`src/pkg/tmrb_pkg.sv`:
```
package tmrb_pkg;

  // ==========================================================
  // Register indices (byte address = index * 4)
  localparam logic [5:0] IDX_CTRLA = 6'h00;
  localparam logic [5:0] IDX_CTRLB = 6'h01;
  localparam logic [5:0] IDX_EVCTRL = 6'h04;
  localparam logic [5:0] IDX_IRQ_EN = 6'h05;
  localparam logic [5:0] IDX_IRQ_FLAG = 6'h06;
  localparam logic [5:0] IDX_STATUS = 6'h07;
  localparam logic [5:0] IDX_COUNT = 6'h0A;
  localparam logic [5:0] IDX_COMPARE = 6'h0C;

  // ==========================================================
  // Field positions
  localparam int CTRLA_EN_BIT = 0;
  localparam int CTRLA_CLK_LSB = 1;
  localparam int CTRLA_SYNC_BIT = 4;
  localparam int CTRLB_MODE_LSB = 0;
  localparam int CTRLB_OE_BIT = 4;
  localparam int CTRLB_INIT_BIT = 5;
  localparam int CTRLB_OUTPUT_SELECT_A_BIT = 6;
  localparam int EVCTRL_EI_BIT = 0;
  localparam int EVCTRL_EDGE_BIT = 4;
  localparam int EVCTRL_FILT_BIT = 6;
  localparam int FLAG_BIT = 0;
  localparam int RUN_BIT = 0;

  // ==========================================================
  // Encodings and reset values
  localparam logic [2:0] MODE_PERIODIC = 3'h0;
  localparam logic [2:0] MODE_SINGLE = 3'h6;
  localparam logic [2:0] MODE_PWM = 3'h7;
  localparam logic [1:0] CLK_FULL = 2'h0;
  localparam logic [1:0] CLK_HALF = 2'h1;
  localparam logic [1:0] CLK_COMP = 2'h2;
  localparam logic [15:0] COUNT_RESET = 16'h0000;
  localparam logic [15:0] COMPARE_RESET = 16'h0000;
  localparam int FILTER_SAMPLES = 4;

  // ==========================================================
  // Types
  typedef struct packed {
    logic enable;
    logic [1:0] clock_source_field;
    logic restart_with_companion;
    logic output_select_a;
    logic output_initial_level;
    logic output_drive_enable;
    logic [2:0] count_mode_field;
    logic event_input_enable;
    logic edge_select;
    logic filter_enable;
    logic irq_enable;
  } tmrb_ctrl_s;

  typedef enum logic [2:0] {
    SS_IDLE = 3'b001,
    SS_RUN = 3'b010,
    SS_HOLD = 3'b100
  } tmrb_ss_e;

endpackage

```
`src/verilog/tmrb_tick_gen.sv`:
```
`timescale 1ns/1ps
module tmrb_tick_gen (
  input wire logic hclk,
  input wire logic hresetn,
  input wire logic enable,
  input wire logic [1:0] clock_source_field,
  input wire logic companion_timer_clock,
  output logic tick
);

  // ==========================================================
  // Divider
  logic half_q;

  always_ff @(posedge hclk or negedge hresetn)
  begin
    if (!hresetn)
      half_q <= 1'b0;
    else if (!enable)
      half_q <= 1'b0;
    else
      half_q <= ~half_q;
  end

  // ==========================================================
  // Source select; reserved code never ticks
  always_comb
  begin
    unique case (clock_source_field)
      tmrb_pkg::CLK_FULL: tick = enable;
      tmrb_pkg::CLK_HALF: tick = enable & half_q;
      tmrb_pkg::CLK_COMP: tick = enable & companion_timer_clock;
      default: tick = 1'b0;
    endcase
  end

endmodule

```
`src/verilog/tmrb_noise_filter.sv`:
```
`timescale 1ns/1ps
module tmrb_noise_filter #(
  parameter int SAMPLES = tmrb_pkg::FILTER_SAMPLES
) (
  input wire logic hclk,
  input wire logic hresetn,
  input wire logic din,
  output logic dout
);

  // ==========================================================
  // Sample history on the undivided clock
  logic [SAMPLES-1:0] hist_q;
  logic dout_q;
  logic dout_d;

  always_ff @(posedge hclk or negedge hresetn)
  begin
    if (!hresetn)
      hist_q <= '0;
    else
      hist_q <= {hist_q[SAMPLES-2:0], din};
  end

  // Level moves once the whole history agrees; passed on unregistered so
  // the added latency stays at the four samples
  always_comb
  begin
    dout_d = dout_q;
    if (&hist_q)
      dout_d = 1'b1;
    else if (~|hist_q)
      dout_d = 1'b0;
  end

  always_ff @(posedge hclk or negedge hresetn)
  begin
    if (!hresetn)
      dout_q <= 1'b0;
    else
      dout_q <= dout_d;
  end

  assign dout = dout_d;

endmodule

```
`src/verilog/tmrb_timer.sv`:
```
// Chosen here: the register offsets and the AHB-Lite register port.
`timescale 1ns/1ps
module tmrb_timer (
  input wire logic hclk,
  input wire logic hresetn,
  input wire logic hsel,
  input wire logic [31:0] haddr,
  input wire logic [1:0] htrans,
  input wire logic hwrite,
  input wire logic [2:0] hsize,
  input wire logic [31:0] hwdata,
  input wire logic hready,
  output logic [31:0] hrdata,
  output logic hreadyout,
  output logic hresp,
  input wire logic event_in,
  input wire logic companion_timer_clock,
  input wire logic companion_restart,
  output logic waveform_output,
  output logic event_out,
  output logic irq
);

  // ==========================================================
  // Bus slave state
  logic wr_pend_q;
  logic rd_pend_q;
  logic [5:0] idx_q;
  logic [31:0] hrdata_q;
  logic hreadyout_q;
  logic ap_valid;

  // Programming model
  tmrb_pkg::tmrb_ctrl_s ctrl_q;
  logic [15:0] counter_value_q;
  logic [15:0] compare_capture_value_q;
  logic capture_flag_q;

  // Core state
  tmrb_pkg::tmrb_ss_e ss_q;
  logic en_q;
  logic lvl_q;
  logic trig_q;
  logic ss_hi_q;
  logic ss_hi_d;
  logic wo_q;
  logic wo_d;
  logic event_out_q;
  logic irq_q;
  logic tick;
  logic filt_lvl;
  logic evt_lvl;
  logic trig;
  logic en_start;
  logic ss_stop;
  logic hold_done;
  logic cap_set;
  logic pwm_lvl;
  logic [7:0] compare_low_byte;
  logic [7:0] compare_high_byte;
  logic [7:0] count_lo;
  logic is_single;

  function automatic logic wr_hit(input logic pend, input logic [5:0] idx,
                                  input logic [5:0] target);
    wr_hit = pend && (idx == target);
  endfunction

  // ==========================================================
  // Submodules
  tmrb_tick_gen u_tick (
    .hclk(hclk),
    .hresetn(hresetn),
    .enable(ctrl_q.enable),
    .clock_source_field(ctrl_q.clock_source_field),
    .companion_timer_clock(companion_timer_clock),
    .tick(tick)
  );

  tmrb_noise_filter #(
    .SAMPLES(tmrb_pkg::FILTER_SAMPLES)
  ) u_filt (
    .hclk(hclk),
    .hresetn(hresetn),
    .din(event_in),
    .dout(filt_lvl)
  );

  // ==========================================================
  // AHB-Lite address and data phases
  assign ap_valid = hsel && hready && htrans[1];

  always_ff @(posedge hclk or negedge hresetn)
  begin
    if (!hresetn)
    begin
      wr_pend_q <= 1'b0;
      rd_pend_q <= 1'b0;
      idx_q <= 6'h00;
    end
    else
    begin
      if (ap_valid)
        idx_q <= haddr[7:2];
      wr_pend_q <= ap_valid && hwrite;
      rd_pend_q <= ap_valid && !hwrite;
    end
  end

  // Reads take one wait state so a write just before is already visible
  always_ff @(posedge hclk or negedge hresetn)
  begin
    if (!hresetn)
      hreadyout_q <= 1'b1;
    else if (ap_valid && !hwrite)
      hreadyout_q <= 1'b0;
    else
      hreadyout_q <= 1'b1;
  end

  always_ff @(posedge hclk or negedge hresetn)
  begin
    if (!hresetn)
      hrdata_q <= 32'h0000_0000;
    else if (rd_pend_q)
    begin
      hrdata_q <= 32'h0000_0000;
      unique case (idx_q)
        tmrb_pkg::IDX_CTRLA:
        begin
          hrdata_q[tmrb_pkg::CTRLA_EN_BIT] <= ctrl_q.enable;
          hrdata_q[tmrb_pkg::CTRLA_CLK_LSB +: 2] <= ctrl_q.clock_source_field;
          hrdata_q[tmrb_pkg::CTRLA_SYNC_BIT] <= ctrl_q.restart_with_companion;
        end
        tmrb_pkg::IDX_CTRLB:
        begin
          hrdata_q[tmrb_pkg::CTRLB_MODE_LSB +: 3] <= ctrl_q.count_mode_field;
          hrdata_q[tmrb_pkg::CTRLB_OE_BIT] <= ctrl_q.output_drive_enable;
          hrdata_q[tmrb_pkg::CTRLB_INIT_BIT] <= ctrl_q.output_initial_level;
          hrdata_q[tmrb_pkg::CTRLB_OUTPUT_SELECT_A_BIT] <= ctrl_q.output_select_a;
        end
        tmrb_pkg::IDX_EVCTRL:
        begin
          hrdata_q[tmrb_pkg::EVCTRL_EI_BIT] <= ctrl_q.event_input_enable;
          hrdata_q[tmrb_pkg::EVCTRL_EDGE_BIT] <= ctrl_q.edge_select;
          hrdata_q[tmrb_pkg::EVCTRL_FILT_BIT] <= ctrl_q.filter_enable;
        end
        tmrb_pkg::IDX_IRQ_EN: hrdata_q[tmrb_pkg::FLAG_BIT] <= ctrl_q.irq_enable;
        tmrb_pkg::IDX_IRQ_FLAG: hrdata_q[tmrb_pkg::FLAG_BIT] <= capture_flag_q;
        tmrb_pkg::IDX_STATUS: hrdata_q[tmrb_pkg::RUN_BIT] <= (ss_q == tmrb_pkg::SS_RUN);
        tmrb_pkg::IDX_COUNT: hrdata_q[15:0] <= counter_value_q;
        tmrb_pkg::IDX_COMPARE: hrdata_q[15:0] <= compare_capture_value_q;
        default: hrdata_q <= 32'h0000_0000;
      endcase
    end
  end

  // ==========================================================
  // Control registers
  always_ff @(posedge hclk or negedge hresetn)
  begin
    if (!hresetn)
      ctrl_q <= '0;
    else
    begin
      if (wr_hit(wr_pend_q, idx_q, tmrb_pkg::IDX_CTRLA))
      begin
        ctrl_q.enable <= hwdata[tmrb_pkg::CTRLA_EN_BIT];
        ctrl_q.clock_source_field <= hwdata[tmrb_pkg::CTRLA_CLK_LSB +: 2];
        ctrl_q.restart_with_companion <= hwdata[tmrb_pkg::CTRLA_SYNC_BIT];
      end
      if (wr_hit(wr_pend_q, idx_q, tmrb_pkg::IDX_CTRLB))
      begin
        ctrl_q.count_mode_field <= hwdata[tmrb_pkg::CTRLB_MODE_LSB +: 3];
        ctrl_q.output_drive_enable <= hwdata[tmrb_pkg::CTRLB_OE_BIT];
        ctrl_q.output_initial_level <= hwdata[tmrb_pkg::CTRLB_INIT_BIT];
        ctrl_q.output_select_a <= hwdata[tmrb_pkg::CTRLB_OUTPUT_SELECT_A_BIT];
      end
      if (wr_hit(wr_pend_q, idx_q, tmrb_pkg::IDX_EVCTRL))
      begin
        ctrl_q.event_input_enable <= hwdata[tmrb_pkg::EVCTRL_EI_BIT];
        ctrl_q.edge_select <= hwdata[tmrb_pkg::EVCTRL_EDGE_BIT];
        ctrl_q.filter_enable <= hwdata[tmrb_pkg::EVCTRL_FILT_BIT];
      end
      if (wr_hit(wr_pend_q, idx_q, tmrb_pkg::IDX_IRQ_EN))
        ctrl_q.irq_enable <= hwdata[tmrb_pkg::FLAG_BIT];
    end
  end

  always_ff @(posedge hclk or negedge hresetn)
  begin
    if (!hresetn)
      compare_capture_value_q <= tmrb_pkg::COMPARE_RESET;
    else if (wr_hit(wr_pend_q, idx_q, tmrb_pkg::IDX_COMPARE))
      compare_capture_value_q <= hwdata[15:0];
  end

  // ==========================================================
  // Event input qualification
  assign evt_lvl = ctrl_q.filter_enable ? filt_lvl : event_in;
  assign is_single = (ctrl_q.count_mode_field == tmrb_pkg::MODE_SINGLE);
  // Short glitches below one clock are not seen: input is sampled, not latched
  assign trig = ctrl_q.enable && ctrl_q.event_input_enable && is_single
    && (ctrl_q.edge_select ? (lvl_q && !evt_lvl) : (!lvl_q && evt_lvl));

  always_ff @(posedge hclk or negedge hresetn)
  begin
    if (!hresetn)
    begin
      lvl_q <= 1'b0;
      trig_q <= 1'b0;
      en_q <= 1'b0;
    end
    else
    begin
      lvl_q <= evt_lvl;
      trig_q <= trig && (ss_q != tmrb_pkg::SS_HOLD);
      en_q <= ctrl_q.enable;
    end
  end

  assign en_start = ctrl_q.enable && !en_q && is_single
    && (counter_value_q != compare_capture_value_q);
  assign ss_stop = (ss_q == tmrb_pkg::SS_RUN)
    && (counter_value_q == compare_capture_value_q);
  assign hold_done = (ss_q == tmrb_pkg::SS_HOLD) && tick;

  // ==========================================================
  // Single-shot sequencer
  always_ff @(posedge hclk or negedge hresetn)
  begin
    if (!hresetn)
      ss_q <= tmrb_pkg::SS_IDLE;
    else if (!ctrl_q.enable || !is_single)
      ss_q <= tmrb_pkg::SS_IDLE;
    else
    begin
      unique case (ss_q)
        tmrb_pkg::SS_IDLE:
          if (trig_q || en_start)
            ss_q <= tmrb_pkg::SS_RUN;
        tmrb_pkg::SS_RUN:
          if (ss_stop)
            ss_q <= tmrb_pkg::SS_HOLD;
        tmrb_pkg::SS_HOLD:
          if (hold_done)
            ss_q <= tmrb_pkg::SS_IDLE;
      endcase
    end
  end

  // Pulse level: event-immediate when output select is set
  always_comb
  begin
    ss_hi_d = ss_hi_q;
    if (!ctrl_q.enable || !is_single || ss_stop)
      ss_hi_d = 1'b0;
    else if (trig && ctrl_q.output_select_a && (ss_q != tmrb_pkg::SS_HOLD))
      ss_hi_d = 1'b1;
    else if ((ss_q == tmrb_pkg::SS_IDLE) && (trig_q || en_start))
      ss_hi_d = 1'b1;
    else if (ss_q != tmrb_pkg::SS_RUN && !ctrl_q.output_select_a)
      ss_hi_d = 1'b0;
  end

  always_ff @(posedge hclk or negedge hresetn)
  begin
    if (!hresetn)
      ss_hi_q <= 1'b0;
    else
      ss_hi_q <= ss_hi_d;
  end

  // ==========================================================
  // Counter
  assign compare_low_byte = compare_capture_value_q[7:0];
  assign compare_high_byte = compare_capture_value_q[15:8];
  assign count_lo = counter_value_q[7:0];

  always_ff @(posedge hclk or negedge hresetn)
  begin
    if (!hresetn)
      counter_value_q <= tmrb_pkg::COUNT_RESET;
    else if (wr_hit(wr_pend_q, idx_q, tmrb_pkg::IDX_COUNT))
      counter_value_q <= hwdata[15:0];
    else if (ctrl_q.enable && ctrl_q.restart_with_companion && companion_restart)
      counter_value_q <= tmrb_pkg::COUNT_RESET;
    else if (ctrl_q.enable)
    begin
      unique case (ctrl_q.count_mode_field)
        tmrb_pkg::MODE_SINGLE:
          if ((ss_q == tmrb_pkg::SS_IDLE) && trig_q)
            counter_value_q <= tmrb_pkg::COUNT_RESET;
          else if ((ss_q == tmrb_pkg::SS_RUN) && tick && !ss_stop)
            counter_value_q <= counter_value_q + 16'h0001;
        tmrb_pkg::MODE_PWM:
          if (tick)
            counter_value_q <= (count_lo == compare_low_byte) ? tmrb_pkg::COUNT_RESET
              : {8'h00, count_lo + 8'h01};
        tmrb_pkg::MODE_PERIODIC:
          if (tick)
            counter_value_q <= (counter_value_q == compare_capture_value_q)
              ? tmrb_pkg::COUNT_RESET : counter_value_q + 16'h0001;
        default:
          if (tick)
            counter_value_q <= counter_value_q + 16'h0001;
      endcase
    end
  end

  // ==========================================================
  // Capture flag, event strobe and interrupt
  always_comb
  begin
    cap_set = 1'b0;
    if (ctrl_q.enable)
    begin
      unique case (ctrl_q.count_mode_field)
        tmrb_pkg::MODE_SINGLE: cap_set = ss_stop;
        tmrb_pkg::MODE_PWM: cap_set = tick && (count_lo == compare_low_byte);
        tmrb_pkg::MODE_PERIODIC:
          cap_set = tick && (counter_value_q == compare_capture_value_q);
        default: cap_set = 1'b0;
      endcase
    end
  end

  // Set wins over a same-cycle write-one-to-clear
  always_ff @(posedge hclk or negedge hresetn)
  begin
    if (!hresetn)
      capture_flag_q <= 1'b0;
    else if (cap_set)
      capture_flag_q <= 1'b1;
    else if (wr_hit(wr_pend_q, idx_q, tmrb_pkg::IDX_IRQ_FLAG) && hwdata[tmrb_pkg::FLAG_BIT])
      capture_flag_q <= 1'b0;
  end

  always_ff @(posedge hclk or negedge hresetn)
  begin
    if (!hresetn)
      event_out_q <= 1'b0;
    else
      event_out_q <= cap_set;
  end

  always_ff @(posedge hclk or negedge hresetn)
  begin
    if (!hresetn)
      irq_q <= 1'b0;
    else
      irq_q <= capture_flag_q && ctrl_q.irq_enable;
  end

  // ==========================================================
  // Waveform output
  // Compare changes while running can glitch the PWM shape
  assign pwm_lvl = ctrl_q.enable && (compare_low_byte != 8'h00)
    && (count_lo < compare_high_byte);

  always_comb
  begin
    if (!ctrl_q.output_drive_enable)
      wo_d = 1'b0;
    else if (is_single)
      wo_d = ss_hi_d;
    else if (ctrl_q.count_mode_field == tmrb_pkg::MODE_PWM)
      wo_d = pwm_lvl;
    else
      wo_d = ctrl_q.output_initial_level;
  end

  always_ff @(posedge hclk or negedge hresetn)
  begin
    if (!hresetn)
      wo_q <= 1'b0;
    else
      wo_q <= wo_d;
  end

  // ==========================================================
  // Outputs
  assign hrdata = hrdata_q;
  assign hreadyout = hreadyout_q;
  assign hresp = 1'b0;
  assign waveform_output = wo_q;
  assign event_out = event_out_q;
  assign irq = irq_q;

endmodule

```
`config.mk`:
```
export PLATFORM = sky130hd
export DESIGN_NAME = tmrb_timer
export DESIGN_NICKNAME = d
export VERILOG_FILES = /design/src/pkg/tmrb_pkg.sv /design/src/verilog/tmrb_tick_gen.sv /design/src/verilog/tmrb_noise_filter.sv /design/src/verilog/tmrb_timer.sv
export SDC_FILE = /design/constraint.sdc
export NUM_CORES = 1
export LEC_CHECK = 0
export ABC_AREA = 1
export BUFFER_PORTS_ARGS = -buffer_cell sky130_fd_sc_hd__buf_2
export CAP_MARGIN = 20
export CORE_MARGIN = 5
export CORE_UTILIZATION = 40
export CTS_BUF_LIST = sky130_fd_sc_hd__clkbuf_2
export CTS_CLUSTER_SIZE = 40
export DETAILED_ROUTE_END_ITERATION = 8
export PLACE_DENSITY = 0.63
export REMOVE_ABC_BUFFERS = 1
export SLEW_MARGIN = 20
export SYNTH_ARGS = -nofsm -noshare
export SYNTH_HDL_FRONTEND = slang
export SYNTH_SLANG_ARGS = --single-unit
```
`constraint.sdc`:
```
create_clock -name hclk -period 3.8 [get_ports hclk]
set_clock_uncertainty 0.2 [all_clocks]
set_input_delay 0.95 -clock hclk [delete_from_list [all_inputs] [get_ports hclk]]
set_output_delay 0.95 -clock hclk [all_outputs]
set_load 0.1 [all_outputs]
```
==> results of run 1 <==
==> registers in the layout, summed over array words and instances, names as in the netlist <==
signal / count
idx_q: 6
u_tick.half_q: 1
wr_pend_q: 1
ctrl_q: 14
ss_hi_q: 1
hreadyout: 1
ss_q: 3
u_filt.dout_q: 1
irq: 1
trig_q: 1
event_out: 1
hrdata: 16
compare_capture_value_q: 16
u_filt.hist_q: 4
counter_value_q: 16
capture_flag_q: 1
en_q: 1
rd_pend_q: 1
waveform_output: 1
lvl_q: 1
==> cells by family after synthesis <==
family,share of synthesized area (%)
buffers and inverters,11.2
AND/OR/NAND/NOR,25.2
AO/OA/AOI/OAI,13.5
multiplexers,0.453
adder cells (fa/ha/maj),2.77
XOR/XNOR,2.47
other,0.0754
flip-flops,44.3
==> layout make-up <==
type,count,area [um2],area share [%]
timing repair buffer,54,295,5.45
inverter,90,340,6.28
antenna,1,2.50,0.0462
sequential,88,2200,40.7
tap,168,210,3.88
clock buffer,9,45.0,0.831
clock inverter,7,55.1,1.02
multi-input combinational,448,2270,41.8
==> placed cells by master (no fill, tap or decap), types with 2 or more instances in the layout <==
cell      instances
dfrtp_1          86
clkinv_4          2
o21ai_0          57
nand4_1           9
clkbuf_2          9
nor4_1            2
o21ai_2           5
inv_1            77
dfstp_2           2
conb_1           17
buf_2            49
buf_4             4
nor2_2            3
nand3_1          32
mux2_2            2
a221oi_1          2
a21oi_1          18
nor3_2            2
nor3_1           10
o22ai_1           9
ha_1             11
inv_6             3
inv_2            11
nand2_1         173
nand2_2          10
a22oi_1          14
xor2_1           13
nor2_1           46
clkinv_1          2
==> per-layer routing <==
metal / track usage [%] / part of all wire, % / vias to the layer above
li1: - / - / 2139
met5: 0 / 0 / -
met4: 6.72 / 2.0 / 0
met1: 25.1 / 46 / 2008
met3: 3.26 / 6.6 / 19
met2: 26.4 / 45 / 138
==> worst min-delay path by stage <==
| stage | startpoint | to | slack [ns] | cells past startpoint |
|---|---|---|---|---|
| 6_report | hresetn | ctrl_q[4] | 0.07 | 1 |
| 5_1_grt | hresetn | ctrl_q[0] | 0.08 | 1 |
| 4_1_cts | hresetn | rd_pend_q | 0.08 | 1 |
| 3_5_place_dp | u_filt.hist_q[1] | u_filt.hist_q[2] | 0.19 | 0 |
| 3_3_place_gp | u_filt.hist_q[1] | u_filt.hist_q[2] | 0.18 | 0 |
| 2_1_floorplan | u_filt.hist_q[1] | u_filt.hist_q[2] | 0.17 | 0 |
==> report_power, final <==
group | switching [mW] | internal (mW) | leakage, nW
logic | 0.357 | 0.103 | 1.82
clock network | 0.359 | 0.0938 | 0.0609
registers | 0.0609 | 1.00 | 1.02
total | 0.777 | 1.20 | 2.90
==> stage by stage <==
| stage | cells | util [%] | instance area, um2 | hold slack [ns] | worst slack, ns |
|---|---|---|---|---|---|
| 3_3_place_gp | 848 | 43.9 | 5320 | 0.182 | 0.980 |
| 6_report | 865 | 44.8 | 5420 | 0.0664 | 0.985 |
| 5_1_grt | 865 | 44.8 | 5420 | 0.0800 | 0.803 |
| 2_1_floorplan | 626 | - | 4810 | 0.174 | 1.51 |
| 4_1_cts | 864 | 44.7 | 5420 | 0.0779 | 1.02 |
| 3_5_place_dp | 848 | 43.9 | 5320 | 0.188 | 0.984 |
==> flow_summary_export.csv, run 1 <==
group,metric,value,unit
drt,drt_wl_total,12.5,mm
clock_network,clk-insertion-delay-late,0.63,ns
drt,dr.pass1.iters,5,
timing,fin_setup_tns,0,ns
drt,avgViaCountPerCell,4.98,
setup_path,endpoint_kind,"flop",
cells_and_area,syn_to_final_growth,9.03,%
timing,fmax,355,MHz
floorplanning,die_y,121,um
floorplanning,chipWidth,121,um
synth,yosys_warnings,0,
setup_path,crit_path_cell_trace,"inv_1 -> nor2_1 -> nand4_4 -> inv_2 -> nand2_4 -> inv_4 -> a31oi_4 -> nand2_2 -> nand2_2 -> o21ai_2",
floorplanning,ioPinCount,114,
synth,ys_seq_area_share,44.3,%
timing,rsz0062_at_grt,"no",
global_routing,grt_pass1_wl,20.5,mm
flow_run,max_cap_viol_count,0,
timing,finalCritPeriodShare,74.1,%
synth,post-synth-top-area-fraction,43.3,%
clock_network,clk_pin_slew,0.30,ns
drt,drc_errors,0,
setup_path,crit_buf_inv,3,
setup_path,cp.depth,10,
setup_path,rr_worst_depth,10,
timing,tightest_slew,0.585,ns
synth,yosys.cell_types.count,43,
placed_design,gp_congestion,0.928,
drt,drt-initial-drc-count,307,
clock_network,ctsHoldBuffers,0,
setup_path,ff2ff_setup_slack,0.98,ns
drt,num_vias,4304,
clock_network,cts_resized,0,
drt,wl_per_cell,14.4,um
placed_design,dp_hpwl,9.23,mm
synth,synthTopCellsByArea,"dfrtp_1 (43%), nand2_1 (13%), inv_1 (5.8%)",
global_routing,grt_pass1_vias,4166,
floorplanning,core_area,12100,um2
timing,drv_slew,0,
synth,synth_ff_type,"dfrtp_1",
global_routing,gr-usage-all-layers,17.6,%
synth,ys_seq_elements,88,
floorplanning,die_area,14800,um2
setup_path,cp.arrival,3.11,ns
synth,postSynthCellCount,644,
setup_path,r2r_end,"counter_value_q[12]",
power_and_ir_drop,ir_worst_vdd,0.135,mV
placed_design,port_buffers,50,
clock_network,cts_buffers,9,
run_status,status,"finished clean",
drt,postRouteAntennaNets,0,
synth,synth_area_per_cell,7.72,um2
setup_path,rr_startpoint,"idx_q[1]",
setup_path,slowest_stage,"a31oi_4",
synth,ys_async_sr_fraction,100,%
power_and_ir_drop,p_total,1.98,mW
clock_network,cts_tree,"built",
floorplanning,start_util,41.1,%
setup_path,cp-start-kind,"flop",
cells_and_area,final_layout_size_suffix_gt1_share,15.8,%
power_and_ir_drop,power_leakage,2.90,nW
synth,synth_most_common_cell,"nand2_1",
setup_path,crit_end,"counter_value_q[12]",
setup_path,crit_type,"flop to flop",
timing,hold_violations,0,
clock_network,htree_levels,3,
synth,syn-cell-area,4970,um2
timing,min_period,2.82,ns
setup_path,timing.critical_path.from,"idx_q[1]",
cells_and_area,fillers,1265,
setup_path,cpPeakStageDelay,0.50,ns
synth,synth_top_area_cell,"dfrtp_1",
clock_network,post_cts_buffers,0,
setup_path,crit_fanout,21,
timing,setup_viol,0,
clock_network,cts.sinks,88,
clock_network,clockBufferDepth,2,
timing,slew_headroom,61.0,%
cells_and_area,fin_nets,779,
power_and_ir_drop,powerDensity,365,nW/um2
global_routing,grt_max_degree,47,
synth,synth_common_cells,"nand2_1 (173), dfrtp_1 (86), inv_1 (77), o21ai_0 (57), nor2_1 (46)",
synth,synth_enable_flop_cells,0,
setup_path,cpLargestDelayFamily,"simple AND/OR/NAND/NOR gates",
hold_path,holdCritPathClass,"primary input to asynchronous set/reset pin",
setup_path,worstPathRequired,4.09,ns
setup_path,critPathMostFrequentCell,"nand2_2",
global_routing,grt_remaining_overflow,0,
floorplanning,fp-row-count,40,
global_routing,antenna_found_initial,1,
clock_network,cts_root_buf,"clkbuf_2",
Power figures use the tool's default switching activity.
==> run 2, diff against run 1 <==
--- a/config.mk
+++ b/config.mk
@@ -13,7 +13,7 @@
 export CTS_BUF_LIST = sky130_fd_sc_hd__clkbuf_2
 export CTS_CLUSTER_SIZE = 40
 export DETAILED_ROUTE_END_ITERATION = 8
-export PLACE_DENSITY = 0.63
+export PLACE_DENSITY = 0.66
 export REMOVE_ABC_BUFFERS = 1
 export SLEW_MARGIN = 20
 export SYNTH_ARGS = -nofsm -noshare
==> constraint.sdc (replaced) <==
create_clock -name hclk -period 2.3 [get_ports hclk]
set_clock_uncertainty 0.2 [all_clocks]
set_input_delay 0.575 -clock hclk [delete_from_list [all_inputs] [get_ports hclk]]
set_output_delay 0.575 -clock hclk [all_outputs]
set_load 0.1 [all_outputs]
==> run 2 against run 1 <==
  * Clock power is 98% higher
  * Sequential cell count stayed put
  * First-iteration DRC count is 4.9% lower
  * Global-route usage is 0.092 points higher
  * Core utilization is 2.0 points higher
  * Die area stayed put
  * Count of clock-buffer cells in the layout is 2 higher
  * Final cell count is 2.4% higher
  * Cell area is 4.4% higher
  * Combinational power is 72% higher
  * Critical path depth is 9 lower
  * Sequential power is 64% higher
  * Critical path type is now flop to primary output
  * Largest cell class unchanged
  * Largest power group unchanged
  * Highest routed layer unchanged
==> flow_summary_export.csv, run 2 (synthesized netlist as in run 1, its figures left out) <==
group,metric,value,unit
run_status,status,"finished clean",
power_and_ir_drop,power.switching,1.23,mW
floorplanning,start_util,41.1,%
power_and_ir_drop,p_comb_share,23.0,%
timing,setup_slack,0.109,ns
drt,postRouteAntennaNets,0,
drt,dr.pass1.iters,5,
timing,whs,0.0551,ns
global_routing,antenna_found_initial,1,
setup_path,slowest_stage,"dfstp_2",
cells_and_area,final_layout_size_suffix_gt1_share,17.7,%
clock_network,cts_buffers,9,
timing,fmax,456,MHz
clock_network,clk_pin_slew,0.25,ns
setup_path,crit_path_cell_trace,"buf_4",
global_routing,grt_pass1_wl,20.9,mm
placed_design,dp_slack,0.180,ns
drt,drt-initial-drc-count,292,
drt,num_vias,4428,
clock_network,clk-insertion-delay-late,0.56,ns
timing,hold_violations,0,
floorplanning,fp-row-count,40,
clock_network,cts_root_buf,"clkbuf_2",
timing,min_period,2.19,ns
power_and_ir_drop,pwr-share-seq,51.1,%
power_and_ir_drop,powerDensity,609,nW/um2
timing,tightest_slew,0.569,ns
power_and_ir_drop,p_int,2.21,mW
clock_network,clockBufferDepth,2,
floorplanning,ioPinCount,114,
cells_and_area,multi_input_area,2280,um2
power_and_ir_drop,power_leakage,3.02,nW
setup_path,cp.arrival,1.42,ns
drt,drt_wl_total,12.8,mm
power_and_ir_drop,ir_worst_vdd,0.382,mV
drt,drc_errors,0,
cells_and_area,syn_to_final_growth,13.8,%
setup_path,crit_buf_inv,1,
setup_path,crit_fanout,1,
setup_path,endpoint_kind,"primary output",
timing,slew_headroom,61.8,%
hold_path,holdCritPathClass,"primary input to flop",
global_routing,gr-usage-all-layers,17.7,%
clock_network,post_cts_buffers,0,
placed_design,gp_congestion,0.956,
placed_design,port_buffers,50,
clock_network,htree_levels,3,
cells_and_area,fin_nets,800,
global_routing,grt_pass1_vias,4295,
power_and_ir_drop,power.share.clock,25.9,%
floorplanning,core_area,12100,um2
setup_path,crit_type,"flop to primary output",
timing,setup_viol,0,
global_routing,grt_remaining_overflow,0,
floorplanning,die_area,14800,um2
setup_path,worstPathRequired,1.52,ns
placed_design,dp_hpwl,9.33,mm
setup_path,cpPeakStageDelay,0.58,ns
global_routing,grt_max_degree,38,
setup_path,cpLargestDelayFamily,"flip-flops",
timing,finalCritPeriodShare,95.3,%
cells_and_area,final_util,46.7,%
cells_and_area,seqCellArea,2210,um2
power_and_ir_drop,swShare,35.8,%
timing,fin_setup_tns,0,ns
drt,wl_per_cell,14.4,um
cells_and_area,fillers,1246,
power_and_ir_drop,p_total,3.45,mW
cells_and_area,final_common_cell,"nand2_1",
clock_network,cts_tree,"built",
clock_network,cts.sinks,88,
cells_and_area,layout_common_cells,"nand2_1 (172), dfrtp_1 (81), inv_1 (77)",
flow_run,max_cap_viol_count,0,
setup_path,ff2ff_setup_slack,0.18,ns
floorplanning,chipWidth,121,um
timing,drv_slew,0,
setup_path,cp-start-kind,"flop",
drt,avgViaCountPerCell,5.00,
floorplanning,die_y,121,um
[run 2: through the flow]
stage / cells / instance area (um2)
2_1_floorplan: 626 / 4810
3_3_place_gp: 861 / 5430
3_5_place_dp: 861 / 5430
4_1_cts: 880 / 5590
5_1_grt: 886 / 5660
6_report: 886 / 5660
[run 2: final timing paths]
kind                             startpoint                     endpoint  cells past startpoint
setup / recovery                  hreadyout                    hreadyout                      1
hold / removal                   hwdata[10]  compare_capture_value_q[10]                      3
setup reg to reg                 ctrl_q[11]           counter_value_q[0]                     11
hold reg to reg            u_filt.hist_q[2]             u_filt.hist_q[3]                      0
max in group asynchronous           hresetn           counter_value_q[4]                      3
min in group asynchronous           hresetn                    ctrl_q[4]                      2
[run 2: area by class of cell]
class / instances / share of cell area [%]
clock buffers: 11 / 0.973
flip-flops and latches: 88 / 39.1
diodes: 1 / 0.0442
repair buffers: 75 / 8.62
multi-input cells: 448 / 40.3
clock inverters: 5 / 1.26
well taps: 168 / 3.71
inverters: 90 / 6.01
[run 2: layer usage]
| metal | up-vias | share of wire [%] | GRT usage, % |
|---|---|---|---|
| met1 | 2091 | 46 | 24.9 |
| li1 | 2174 | - | - |
| met3 | 17 | 6.3 | 3.08 |
| met2 | 146 | 47 | 27.7 |
| met5 | - | 0 | 0 |
| met4 | 0 | 1.4 | 5.32 |
[run 2: worst min-delay path: cells and delay by family]
kind                   cells  cell delay, ns
and+or+nand+nor            1            0.10
AOI/OAI and AO/OA          1            0.05
buffers and inverters      1            0.10
[run 2: what timing repair did]
action	in CTS	in global routing
setup endpoints to repair	1	9
pin swaps	0	0
resized for setup	1	8
hold buffers	3	5
hold endpoints to repair	34	5
[run 2: power groups by stage]
stage	clock, mW	combinational (mW)	sequential, mW
after floorplan	0	0.416	1.93
after global placement	0	0.759	1.78
after detailed placement	0	0.772	1.79
after CTS	0.904	0.778	1.76
after global routing	0.981	0.865	1.78
final	0.893	0.791	1.76
